$ cat src/include/acps_pkg.sv
`default_nettype none
package acps_pkg;
    localparam int unsigned CLK_HZ          = 20_000_000;
    localparam int unsigned CLK_PERIOD_NS   = 1_000_000_000 / CLK_HZ;
    localparam int unsigned CONV_ANA_NS     = 9_000;
    localparam int unsigned CONV_TEMP_NS    = 27_000;
    localparam int unsigned PWRUP_NS        = 2_000;
    localparam int unsigned CONV_ANA_CYC    = CONV_ANA_NS / CLK_PERIOD_NS;
    localparam int unsigned CONV_TEMP_CYC   = CONV_TEMP_NS / CLK_PERIOD_NS;
    localparam int unsigned PWRUP_CYC       =
        (PWRUP_NS + CLK_PERIOD_NS - 1) / CLK_PERIOD_NS;
    localparam int unsigned CNT_W           = 10;
    localparam int unsigned DATA_W          = 10;
    localparam int unsigned SAR_STEPS       = 10;
    localparam int unsigned CHAN_W          = 3;
    localparam logic [2:0]  CHAN_TEMP       = 3'h0;
    localparam logic [2:0]  CHAN_VREF       = 3'h7;
    localparam logic [9:0]  CODE_ZERO       = 10'h000;
    localparam logic [9:0]  CODE_MIDSCALE   = 10'h200;
    localparam logic [9:0]  TEMP_CODE_M55   = 10'h0C0;
    localparam logic [9:0]  TEMP_CODE_P125  = 10'h390;
    localparam int          TEMP_OFFSET_C   = -103;
    localparam int unsigned TEMP_FRAC_BITS  = 2;
    typedef logic [DATA_W-1:0] acps_code_t;
    typedef logic [CHAN_W-1:0] acps_chan_t;
    typedef enum logic [3:0] {
        ACPS_TRACK = 4'h1,
        ACPS_CONV  = 4'h2,
        ACPS_DOWN  = 4'h4,
        ACPS_PWRUP = 4'h8
    } acps_state_t;
endpackage
`default_nettype wire

$ cat src/hdl/acps_sync.sv
`default_nettype none
module acps_sync #(
    parameter logic RESET_VAL = 1'b1
) (
    // clock and reset
    input  wire logic core_clk_i,
    input  wire logic sys_rst_i,
    // async level in, synced level out
    input  wire logic async_i,
    output var  logic sync_o
);
    logic meta_reg;
    always_ff @(posedge core_clk_i) begin
        if (sys_rst_i) begin
            meta_reg <= RESET_VAL;
            sync_o   <= RESET_VAL;
        end else begin
            meta_reg <= async_i;
            sync_o   <= meta_reg;
        end
    end
endmodule
`default_nettype wire

$ cat src/hdl/acps_sar.sv
`default_nettype none
module acps_sar
    import acps_pkg::*;
#(
    parameter int unsigned W = acps_pkg::DATA_W
) (
    // clock and reset
    input  wire logic         core_clk_i,
    input  wire logic         sys_rst_i,
    // control
    input  wire logic         start_i,
    input  wire logic         step_i,
    input  wire logic         cmp_i,
    // result in progress
    output var  logic [W-1:0] trial_o,
    output var  logic         done_o
);
    logic [W-1:0] bit_reg;
    logic [W-1:0] acc_reg;
    // trial = bits kept so far plus the bit under test
    assign trial_o = acc_reg | bit_reg;
    always_ff @(posedge core_clk_i) begin
        if (sys_rst_i) begin
            bit_reg <= '0;
            acc_reg <= '0;
            done_o  <= 1'b0;
        end else if (start_i) begin
            bit_reg <= {1'b1, {(W-1){1'b0}}};
            acc_reg <= '0;
            done_o  <= 1'b0;
        end else if (step_i && bit_reg != '0) begin
            if (cmp_i) begin
                acc_reg <= acc_reg | bit_reg;
            end
            bit_reg <= bit_reg >> 1;
            done_o  <= (bit_reg[0] == 1'b1);
        end
    end
endmodule
`default_nettype wire

$ cat src/hdl/acps_sequencer.sv
// Summary of operation
// - track after a conversion that ends with start high, hold on start fall
// - result is straight binary, LSB ref/1024
// - channel 000 is temperature, power-on default
// - temperature equals code/4 minus 103
// - temperature codes 0C0 at -55, 390 at 125
// - mode chosen by start level at end
// - start high before busy falls: stay powered
// - start still low at end: power down
// - power up on next start rising edge
// - analog conversion completes within 9 us
// - busy high 9 us analog, 27 us temp
`default_nettype none
module acps_sequencer
    import acps_pkg::*;
#(
    parameter int unsigned CONV_ANA  = acps_pkg::CONV_ANA_CYC,
    parameter int unsigned CONV_TEMP = acps_pkg::CONV_TEMP_CYC,
    parameter int unsigned PWRUP     = acps_pkg::PWRUP_CYC
) (
    // clock and reset
    input  wire logic                core_clk_i,
    input  wire logic                sys_rst_i,
    // host pins
    input  wire logic                convert_start_n_i,
    output var  logic                busy_o,
    // channel selection from the serial port
    input  wire acps_pkg::acps_chan_t chan_sel_i,
    input  wire logic                chan_wr_i,
    // comparator from the analog core
    input  wire logic                cmp_i,
    // analog controls and result
    output var  logic                track_o,
    output var  logic                powered_o,
    output var  acps_pkg::acps_chan_t chan_o,
    output var  acps_pkg::acps_code_t trial_o,
    output var  acps_pkg::acps_code_t result_o,
    output var  logic                result_valid_o
);
    import acps_pkg::*;

    localparam int unsigned STEP_DIV = CONV_ANA / SAR_STEPS;

    logic            start_n_sync;
    logic            start_n_prev_reg;
    logic            start_fall;
    logic            start_rise;
    acps_state_t     state_reg;
    logic [CNT_W:0]  cnt_reg;
    logic [CNT_W:0]  conv_len_reg;
    logic [CNT_W:0]  step_cnt_reg;
    logic            sar_start;
    logic            sar_step;
    logic            sar_done;
    acps_code_t      sar_trial;
    logic            conv_end;

    acps_sync #(.RESET_VAL(1'b1)) u_sync (
        .core_clk_i (core_clk_i),
        .sys_rst_i  (sys_rst_i),
        .async_i    (convert_start_n_i),
        .sync_o     (start_n_sync)
    );

    always_ff @(posedge core_clk_i) begin
        if (sys_rst_i) begin
            start_n_prev_reg <= 1'b1;
        end else begin
            start_n_prev_reg <= start_n_sync;
        end
    end
    assign start_fall = start_n_prev_reg & ~start_n_sync;
    assign start_rise = ~start_n_prev_reg & start_n_sync;

    // a fall that is only seen during conversion is dropped, never queued
    assign sar_start = start_fall && state_reg == ACPS_TRACK;
    assign conv_end  = state_reg == ACPS_CONV && cnt_reg == conv_len_reg;

    // state machine
    always_ff @(posedge core_clk_i) begin
        if (sys_rst_i) begin
            state_reg <= ACPS_TRACK;
        end else begin
            unique case (state_reg)
                ACPS_TRACK: begin
                    if (sar_start) begin
                        state_reg <= ACPS_CONV;
                    end
                end
                ACPS_CONV: begin
                    if (conv_end) begin
                        // level of start at end picks the mode
                        if (!start_n_sync) begin
                            state_reg <= ACPS_DOWN;
                        end else begin
                            state_reg <= ACPS_TRACK;
                        end
                    end
                end
                ACPS_DOWN: begin
                    if (start_rise) begin
                        state_reg <= ACPS_PWRUP;
                    end
                end
                ACPS_PWRUP: begin
                    if (cnt_reg == (CNT_W+1)'(PWRUP - 1)) begin
                        state_reg <= ACPS_TRACK;
                    end
                end
            endcase
        end
    end

    // cycle counter shared by conversion and power-up
    always_ff @(posedge core_clk_i) begin
        if (sys_rst_i) begin
            cnt_reg <= '0;
        end else if (sar_start || (state_reg == ACPS_DOWN && start_rise)) begin
            cnt_reg <= '0;
        end else if (state_reg == ACPS_CONV || state_reg == ACPS_PWRUP) begin
            cnt_reg <= cnt_reg + 1'b1;
        end
    end

    // conversion length latched at start, temperature is the slow one
    always_ff @(posedge core_clk_i) begin
        if (sys_rst_i) begin
            conv_len_reg <= (CNT_W+1)'(CONV_TEMP - 1);
        end else if (sar_start) begin
            if (chan_o == CHAN_TEMP) begin
                conv_len_reg <= (CNT_W+1)'(CONV_TEMP - 1);
            end else begin
                conv_len_reg <= (CNT_W+1)'(CONV_ANA - 1);
            end
        end
    end

    // channel register; a write during conversion waits no turn, it
    // simply takes effect for the next one since length is latched
    always_ff @(posedge core_clk_i) begin
        if (sys_rst_i) begin
            chan_o <= CHAN_TEMP;
        end else if (chan_wr_i) begin
            chan_o <= chan_sel_i;
        end
    end

    // bit-step pacing: all bits decided within the analog time
    always_ff @(posedge core_clk_i) begin
        if (sys_rst_i || sar_start) begin
            step_cnt_reg <= '0;
        end else if (state_reg == ACPS_CONV) begin
            if (step_cnt_reg == (CNT_W+1)'(STEP_DIV - 1)) begin
                step_cnt_reg <= '0;
            end else begin
                step_cnt_reg <= step_cnt_reg + 1'b1;
            end
        end
    end
    assign sar_step = state_reg == ACPS_CONV &&
                      step_cnt_reg == (CNT_W+1)'(STEP_DIV - 1);

    // plain binary search: code n means input between n and n+1 LSB
    acps_sar #(.W(DATA_W)) u_sar (
        .core_clk_i (core_clk_i),
        .sys_rst_i  (sys_rst_i),
        .start_i    (sar_start),
        .step_i     (sar_step),
        .cmp_i      (cmp_i),
        .trial_o    (sar_trial),
        .done_o     (sar_done)
    );
    always_ff @(posedge core_clk_i) begin
        if (sys_rst_i) begin
            trial_o <= CODE_ZERO;
        end else begin
            trial_o <= sar_trial;
        end
    end

    // result replaced only at the end so reads never see partial codes;
    // temperature codes are the same binary search on the sensor voltage
    always_ff @(posedge core_clk_i) begin
        if (sys_rst_i) begin
            result_o       <= CODE_ZERO;
            result_valid_o <= 1'b0;
        end else if (conv_end) begin
            // the lowest bit can be settled on this very edge; a refused
            // trial there is the trial minus the bit just tried
            if (sar_step && !sar_done && !cmp_i) begin
                result_o <= sar_trial - 1'b1;
            end else begin
                result_o <= sar_trial;
            end
            result_valid_o <= 1'b1;
        end
    end

    // pin-facing outputs
    always_ff @(posedge core_clk_i) begin
        if (sys_rst_i) begin
            busy_o    <= 1'b0;
            track_o   <= 1'b1;
            powered_o <= 1'b1;
        end else begin
            busy_o    <= (state_reg == ACPS_TRACK && sar_start) ||
                         (state_reg == ACPS_CONV && !conv_end);
            track_o   <= (state_reg == ACPS_CONV && conv_end &&
                          start_n_sync) ||
                         (state_reg == ACPS_TRACK && !sar_start) ||
                         (state_reg == ACPS_PWRUP);
            powered_o <= !(state_reg == ACPS_CONV && conv_end &&
                           !start_n_sync) &&
                         !(state_reg == ACPS_DOWN && !start_rise);
        end
    end

    // busy cycles counted here, judged against the latched length
    logic [CNT_W:0]  busy_run_reg;
    always_ff @(posedge core_clk_i) begin
        if (sys_rst_i || !busy_o) begin
            busy_run_reg <= '0;
        end else begin
            busy_run_reg <= busy_run_reg + 1'b1;
        end
    end
endmodule
`default_nettype wire

$ cat config.mk
export PLATFORM = sky130hd
export DESIGN_NAME = acps_sequencer
export DESIGN_NICKNAME = d
export VERILOG_FILES = /design/src/include/acps_pkg.sv /design/src/hdl/acps_sync.sv /design/src/hdl/acps_sar.sv /design/src/hdl/acps_sequencer.sv
export SDC_FILE = /design/constraint.sdc
export NUM_CORES = 1
export LEC_CHECK = 0
export ABC_CLOCK_PERIOD_IN_PS = 2500
export BUFFER_PORTS_ARGS = -buffer_cell sky130_fd_sc_hd__buf_2
export CAP_MARGIN = 25
export CORE_MARGIN = 4
export CORE_UTILIZATION = 58
export DETAILED_ROUTE_END_ITERATION = 6
export GPL_ROUTABILITY_DRIVEN = 0
export HOLD_SLACK_MARGIN = 0.15
export PLACE_DENSITY = 0.77
export SLEW_MARGIN = 20
export SYNTH_ARGS = -nofsm -noshare
export SYNTH_HDL_FRONTEND = slang
export SYNTH_HIERARCHICAL = 1
export SYNTH_SLANG_ARGS = --single-unit
$ cat constraint.sdc
create_clock -name core_clk_i -period 2.5 [get_ports core_clk_i]
set_input_delay 0.125 -clock core_clk_i [delete_from_list [all_inputs] [get_ports core_clk_i]]
set_output_delay 0.125 -clock core_clk_i [all_outputs]
set_load 0.05 [all_outputs]
After elaboration in Yosys (flattened, before gate mapping)
Index checks and enable logic that the tools add are counted.

Register bits after elaboration: 88. Bits in latches: 0. RAM bits: 0. Memory bits (read-only): 0. Input bits: 8. Output and inout port bits: 27. Word-level logic and storage cells: 84. Memories: 0.

Add/subtract/negate cells: 3. $mul: 0. Divide/modulo/power cells: 0. $lt $le $gt $ge: 0. Eq/ne operators: 11. Shift-type cells: 0. Multiplexer cells: 11. Bitwise operators: 5. Reduce and logical (&&, ||, !) cells: 36.

Operator list (count): $mux 10 (4); $add 11x1->11 const B (2); $mux 4 (4); $pmux 4 s4 (1); $logic_and 1x1->1 (15); $eq 11x11->1 (1); $eq 11x5->1 const B (1); $eq 11x6->1 const B (1); $mux 11 (1); $or 10x10->10 (1); $reduce_bool 10->1 (1); $sub 10x1->10 const B (1); $logic_not 1->1 (8); $ne 2x2->1 const B (4); $logic_or 1x1->1 (6); $eq 4x1->1 const B (1); $eq 4x2->1 const B (1); $eq 4x3->1 const B (1); $eq 4x4->1 const B (1); $reduce_and 4->1 (1); $reduce_or 2->1 (2); $logic_not 3->1 (1); $mux 3 (1); $and 1x1->1 (2); 3 further kinds (4).

Logic depth before layout (Yosys ltp)
Gate-level depths: netlist (run 1).

Depth in word-level cells: 7. Gate-level depth with buffers: 8. Depth with buffers taken out: 7.

Hierarchy
Netlist (run 1), hierarchy kept.

Modules (own cells, without submodules): acps_sequencer (instances 1, cells an instance 274, area an instance 2511.2 um^2, seq. area each 1121.1 um^2); acps_sar (instances 1, cells an instance 84, area an instance 805.8 um^2, seq. area each 420.4 um^2); acps_sync (instances 1, cells an instance 4, area an instance 52.6 um^2, seq. area each 40.0 um^2).

Worst setup path before layout (run 1)
Ideal clock, no wire load.

Path kind: flip-flop to flip-flop. Start: register u_sar.bit_reg[4]. End: register result_o[9]. Arrival: 1.892 ns. Path slack: 0.471 ns. Cell stages (with the launch flop): 7. Period minus slack after synthesis: 2.029 ns. Cell sequence: dfxtp_1 -> or2_2 -> or3_4 -> or3_4 -> nor4_2 -> xnor2_1 -> a211oi_2.

Longest elaborated chain between the ends: 3.

Ends and longest elaborated chain: from (decl) (RTL line acps_sar.sv:18) `logic [W-1:0] bit_reg;`; from (signal assigned) (RTL line acps_sar.sv:28) `bit_reg <= {1'b1, {(W-1){1'b0}}};`; from (signal assigned) (RTL line acps_sar.sv:35) `bit_reg <= bit_reg >> 1;`; $or 10x10->10 (RTL line acps_sar.sv:21) `assign trial_o = acc_reg | bit_reg;`; via sar_trial[4] (RTL line acps_sequencer.sv:55) `acps_code_t sar_trial;`; $sub 10x1->10 (RTL line acps_sequencer.sv:191) `result_o <= sar_trial - 1'b1;`; $mux 10 (RTL line acps_sequencer.sv:190) `if (sar_step && !sar_done && !cmp_i) begin`; to (signal assigned) (RTL line acps_sequencer.sv:191); to (signal assigned) (RTL line acps_sequencer.sv:193) `result_o <= sar_trial;`; to (decl) (RTL line acps_sequencer.sv:37) `output var acps_pkg::acps_code_t result_o,`.

The timed path passes the listed nets, and every way through them passes these cells. A chain may end at the register's enable or synchronous reset.

Worst setup path in the final report (run 1)
Ends and elaborated chain as after synthesis.

==> results_dict.tcl, run 1 <==
set metrics [dict create \
    status "finished, final reports clean" \
    cts_max_level 3 \
    leakage_nw 1.48 \
    die_area_mm2 0.00709 \
    track_usage 0.196 \
    synth_common_cells "dfxtp_1 (79), nor2_1 (65), xnor2_1 (21)" \
    yosysMostFrequentCell "dfxtp_1" \
    fmax_mhz 468 \
    start_kind "flip-flop" \
    arrival_ns 2.39 \
    cts_tree "yes" \
    vdd_drop_max_mv 0.415 \
    syn_area_per_cell_um2 9.31 \
    post_cts.repair.setup_buffers 0 \
    cpPeakStageDelay_ns 0.41 \
    p_total_mw 2.46 \
    gr-total-overflow 0 \
    synth-main-ff-cell "dfxtp_1" \
    fp.dieH_um 84.2 \
    place_area_mm2 0.00358 \
    port_buffers 34 \
    cp_slowest_cell "or3_4" \
    ioPinCount 35 \
    hold_viol_final 0 \
    grt_pass1_vias 2466 \
    core_area_mm2 0.00557 \
    cpMostUsedCell "or3_4" \
    initial_utilization 0.604 \
    seq_area_frac_synth 0.469 \
    cts.reportedPaths.clkPinSlew_ns 0.07 \
    finalCriticalPeriod_ns 2.14 \
    clock_path_buffers 2 \
    crit_required_ns 2.76 \
    slew_headroom 0.548 \
    yosysTopAreaCellShare 0.469 \
    clock_skew_ns 0.00862 \
    dr.first_iter.drc_count 134 \
    ant_nets 0 \
    slew_viol_final 0 \
    critical_path.cell_chain "or2_2 -> or3_4 -> or3_4 -> nor4_2 -> xnor2_1 -> a211oi_2" \
    ys_seq_elements 79 \
    synth_area_leaders "dfxtp_1 (47%), nor2_1 (7.2%), xnor2_1 (5.5%)" \
    vias 2590 \
    antennaDiodeCount 0 \
    power_per_cell_area_mw_per_mm2 637 \
    final_cells 480 \
    wirelength_mm 6.60 \
    drive_above_1_share 0.179 \
    cts_resized 0 \
    rsz0062_at_grt "no" \
    finalSetupViolCount 0 \
    avgViaCountPerCell 5.40 \
    clock_sinks 79 \
    drv_cap 0 \
    post-route-cell-area_mm2 0.00386 \
    holdCritPathClass "in -> reg" \
    netlist_instances 362 \
    numCtsBuffers 9 \
    ys_warn_count 6 \
    worst_pin_slew_ns 0.679 \
    async_flop_share 0 \
    syn_nets 374 \
    clk_latency_ns 0.33 \
    netlist_area_mm2 0.00337 \
    die_w_um 84.2 \
    synth_edf_count 0 \
    root_buffer "clkbuf_8" \
    nets 416 \
    firstDrtPassIters 4 \
    placed_cells 458 \
    yosysUniqueCellTypes 45 \
    area_delta_synth_final_pct 14.6 \
    avgRoutedWirePerCell_um 13.7 \
    cp-end-kind "flip-flop" \
    grt_pass1_wl_mm 11.5 \
    synth_top_area_cell "dfxtp_1" \
    grt_max_degree 39 \
    critPathMaxFanout 5 \
    dp_hpwl_mm 4.45 \
    rows 27 \
    fin_tns_setup_ns 0 \
    fin_crit_sh 0.855 \
    antenna_found_initial 0 \
    route.detailed.drc 0 \
    crit_type "reg -> reg" \
]
worst paths after layout:
check                                      start       endpoint  slack, ns  cells after the start
worst max register to register  u_sar/bit_reg[4]    result_o[9]       0.36                      6
worst min-delay path                   sys_rst_i     trial_o[1]       0.30                      2
worst min register to register   u_sync/meta_reg  u_sync/sync_o       0.41                      1
worst max-delay path            u_sar/bit_reg[4]    result_o[9]       0.36                      6
cell families after synthesis:
logic type / share of synthesized area
simple gates: 0.276
flops: 0.469
compound gates: 0.0913
xor+xnor: 0.0728
buf+inv: 0.0342
mux: 0.0416
fa+ha+maj: 0.0149
per-layer routing:
metal | vias up | track usage | routed length (um)
li1 | 1322 | - | -
met2 | 48 | 0.315 | 3150
met4 | 0 | 0.0643 | 55
met1 | 1214 | 0.260 | 3170
met3 | 6 | 0.0481 | 225
met5 | - | 0 | 0
layout by cell type (no fill, tap or decap), types with 2 or more instances in the layout:
| master | netlist | routed |
|---|---|---|
| nor4b_1 | 3 | 3 |
| bufinv_16 | 0 | 2 |
| a21oi_1 | 20 | 20 |
| buf_2 | 5 | 34 |
| o21a_1 | 2 | 2 |
| ha_1 | 4 | 4 |
| a21o_1 | 3 | 3 |
| dlygate4sd3_1 | 0 | 7 |
| nand2b_1 | 6 | 6 |
| nor2b_1 | 10 | 10 |
| dfxtp_1 | 79 | 79 |
| nor4_2 | 5 | 5 |
| xnor2_1 | 21 | 21 |
| nor3_1 | 13 | 13 |
| nor2_1 | 65 | 65 |
| nand4_1 | 4 | 4 |
| a22o_1 | 2 | 2 |
| nand3_1 | 9 | 9 |
| xor2_1 | 7 | 7 |
| a211oi_2 | 4 | 4 |
| buf_4 | 1 | 4 |
| nor4_1 | 4 | 4 |
| or2_1 | 9 | 9 |
| or3_4 | 2 | 2 |
| clkbuf_8 | 0 | 10 |
| a211oi_1 | 6 | 6 |
| o21ai_0 | 5 | 5 |
| or2_2 | 5 | 5 |
| clkinv_2 | 0 | 2 |
| inv_1 | 8 | 8 |
| or3_1 | 6 | 6 |
| nand2_1 | 17 | 17 |
| mux2i_1 | 14 | 14 |
| and2_1 | 2 | 2 |
area by class of cell:
class | instances | area [um^2]
fill | 449 | 1710
multi-input combinational | 261 | 1680
sequential | 79 | 1580
timing repair buffer | 45 | 270
clock buffer | 11 | 141
tap | 72 | 90.1
clock inverter | 4 | 70.1
inverter | 8 | 30.0
worst max-delay path: cells and delay by family, from the launching register on:
kind                      cells  cell delay (ns)
AOI/OAI and AO/OA             1             0.21
xor gates and xnor gates      1             0.11
DFF                           1             0.35
and+or+nand+nor               4             1.39
through the flow:
stage | utilization | setup slack, ns | hold slack, ns
2_1_floorplan | - | 0.471 | 0.197
3_3_place_gp | 0.642 | 0.412 | 0.302
3_5_place_dp | 0.642 | 0.374 | 0.305
4_1_cts | 0.693 | 0.350 | 0.289
5_1_grt | 0.693 | 0.115 | 0.332
6_report | 0.693 | 0.362 | 0.303
timing repair:
action                                 4_1_cts  5_1_grt
endpoints found under the hold margin        4        0
hold buffers                                 7        0
setup endpoints to repair                    0        0
report_power, final:
group	switching [mW]	internal, mW
combinational	0.0960	0.0573
sequential	0.0214	1.28
clock	0.428	0.581
total	0.545	1.92
No activity file was read; power rests on OpenSTA's default activity.
==> inputs of run 2 (changes only) <==
--- a/config.mk
+++ b/config.mk
@@ -14,6 +14,7 @@
 export GPL_ROUTABILITY_DRIVEN = 0
 export HOLD_SLACK_MARGIN = 0.15
 export PLACE_DENSITY = 0.77
+export REMOVE_ABC_BUFFERS = 1
 export SLEW_MARGIN = 20
 export SYNTH_ARGS = -nofsm -noshare
 export SYNTH_HDL_FRONTEND = slang
==> run 2 against run 1 <==
Effect of this change: clock power is 22% lower; die area did not move; sequential power about the same; via count up 0.35%; cell area down 0.39%.
==> results_dict.tcl, run 2 (synthesized netlist as in run 1, its figures left out) <==
set metrics [dict create \
    ioPinCount 35 \
    setup_slack_ns 0.361 \
    start_kind "flip-flop" \
    dr.first_iter.drc_count 99 \
    place_ws_ns 0.390 \
    route.detailed.drc 0 \
    clock_path_buffers 2 \
    clock_skew_ns 0.00966 \
    cts_hold_buf 8 \
    cts.reportedPaths.clkPinSlew_ns 0.07 \
    power_per_cell_area_mw_per_mm2 583 \
    rsz0062_at_grt "no" \
    root_buffer "clkbuf_8" \
    die_area_mm2 0.00709 \
    post_cts.repair.setup_buffers 0 \
    slew_viol_final 0 \
    worst_pin_slew_ns 0.597 \
    numCtsBuffers 9 \
    cts_max_level 3 \
    arrival_ns 2.43 \
    drive_above_1_share 0.180 \
    place_area_mm2 0.00362 \
    fp.dieH_um 84.2 \
    grt_max_degree 25 \
    fin_crit_sh 0.856 \
    endpoint "u_sar/acc_reg[8]" \
    finalSetupViolCount 0 \
    critPathMaxFanout 9 \
    startpoint "step_cnt_reg[3]" \
    final_cell_mix "dfxtp_1 (79), nor2_1 (65), buf_2 (34)" \
    leakage_nw 1.48 \
    nets 420 \
    placed_cells 461 \
    cp-end-kind "flip-flop" \
    final_cells 482 \
    core_area_mm2 0.00557 \
    ant_nets 0 \
    hold_ws_ns 0.374 \
    cts_resized 0 \
    initial_utilization 0.604 \
    antenna_found_initial 0 \
    drv_cap 0 \
    post-route-cell-area_mm2 0.00385 \
    clock_sinks 79 \
    min_from "cmp_i" \
    dp_hpwl_mm 4.60 \
    avgRoutedWirePerCell_um 13.4 \
    ff2ff_setup_slack_ns 0.36 \
    rows 27 \
    hold_viol_final 0 \
    reg2reg_depth 6 \
    grt_pass1_wl_mm 11.2 \
    final_common_cell "dfxtp_1" \
    holdCritPathClass "in -> reg" \
    vdd_drop_max_mv 0.363 \
    wirelength_mm 6.44 \
    status "finished, final reports clean" \
    gr-total-overflow 0 \
    firstDrtPassIters 4 \
    clk_latency_ns 0.35 \
    area_delta_synth_final_pct 14.2 \
    finalCriticalPeriod_ns 2.14 \
    track_usage 0.196 \
    grt_pass1_vias 2470 \
    crit_required_ns 2.79 \
    fin_tns_setup_ns 0 \
    final_core_util 0.690 \
    cts_tree "yes" \
    avgViaCountPerCell 5.39 \
    r2r_end "u_sar/acc_reg[8]" \
    crit_type "reg -> reg" \
    slew_headroom 0.596 \
    die_w_um 84.2 \
    rr_startpoint "step_cnt_reg[3]" \
    vias 2599 \
    p_total_mw 2.24 \
    port_buffers 34 \
    antennaDiodeCount 0 \
    fmax_mhz 468 \
]
-- run 2: changes by cell type in the layout (fill, tap and decap cells not counted) --
cell | previous run | this run
dlygate4sd3_1 | 7 | 8
buf_12 | 0 | 1
bufinv_16 | 2 | 0
buf_4 | 4 | 6
-- run 2: area by class of cell --
| cell class | instances | area [um^2] |
|---|---|---|
| Clock buffer | 11 | 141 |
| Sequential cell | 79 | 1580 |
| Fill cell | 451 | 1730 |
| Inverter | 8 | 30.0 |
| Tap cell | 72 | 90.1 |
| Clock inverter | 2 | 10.0 |
| Timing Repair Buffer | 49 | 315 |
| Multi-Input combinational cell | 261 | 1680 |
-- run 2: worst min path at each step --
stage                       to  slack [ns]  depth (start not counted)
2_1_floorplan      result_o[5]        0.19                          1
3_3_place_gp   u_sync/meta_reg        0.31                          2
3_5_place_dp   u_sync/meta_reg        0.31                          2
4_1_cts            result_o[0]        0.36                          5
5_1_grt            result_o[0]        0.41                          5
6_report           result_o[0]        0.37                          5
-- run 2: critical path: stages (launching register included) --
cell      delay, ns
dfxtp_1        0.37
nor4b_2        0.41
nand2_1        0.12
nor4bb_2       0.46
and2_1         0.40
and2_1         0.21
a22o_1         0.12
-- run 2: per-layer routing --
layer / GRT usage / wire length (um) / vias to the layer above / share of wire
met4: 0.0760 / 126 / 0 / 0.020
met1: 0.249 / 3130 / 1211 / 0.49
met2: 0.307 / 2870 / 50 / 0.45
met5: 0 / 0 / - / 0
met3: 0.0667 / 306 / 11 / 0.048
li1: - / - / 1327 / -
-- run 2: power by group --
| part | switching, mW | leakage [nW] | total [mW] | internal (mW) |
|---|---|---|---|---|
| Sequential | 0.0212 | 0.639 | 1.30 | 1.28 |
| Clock | 0.417 | 0.0809 | 0.785 | 0.368 |
| Combinational | 0.0961 | 0.756 | 0.156 | 0.0603 |
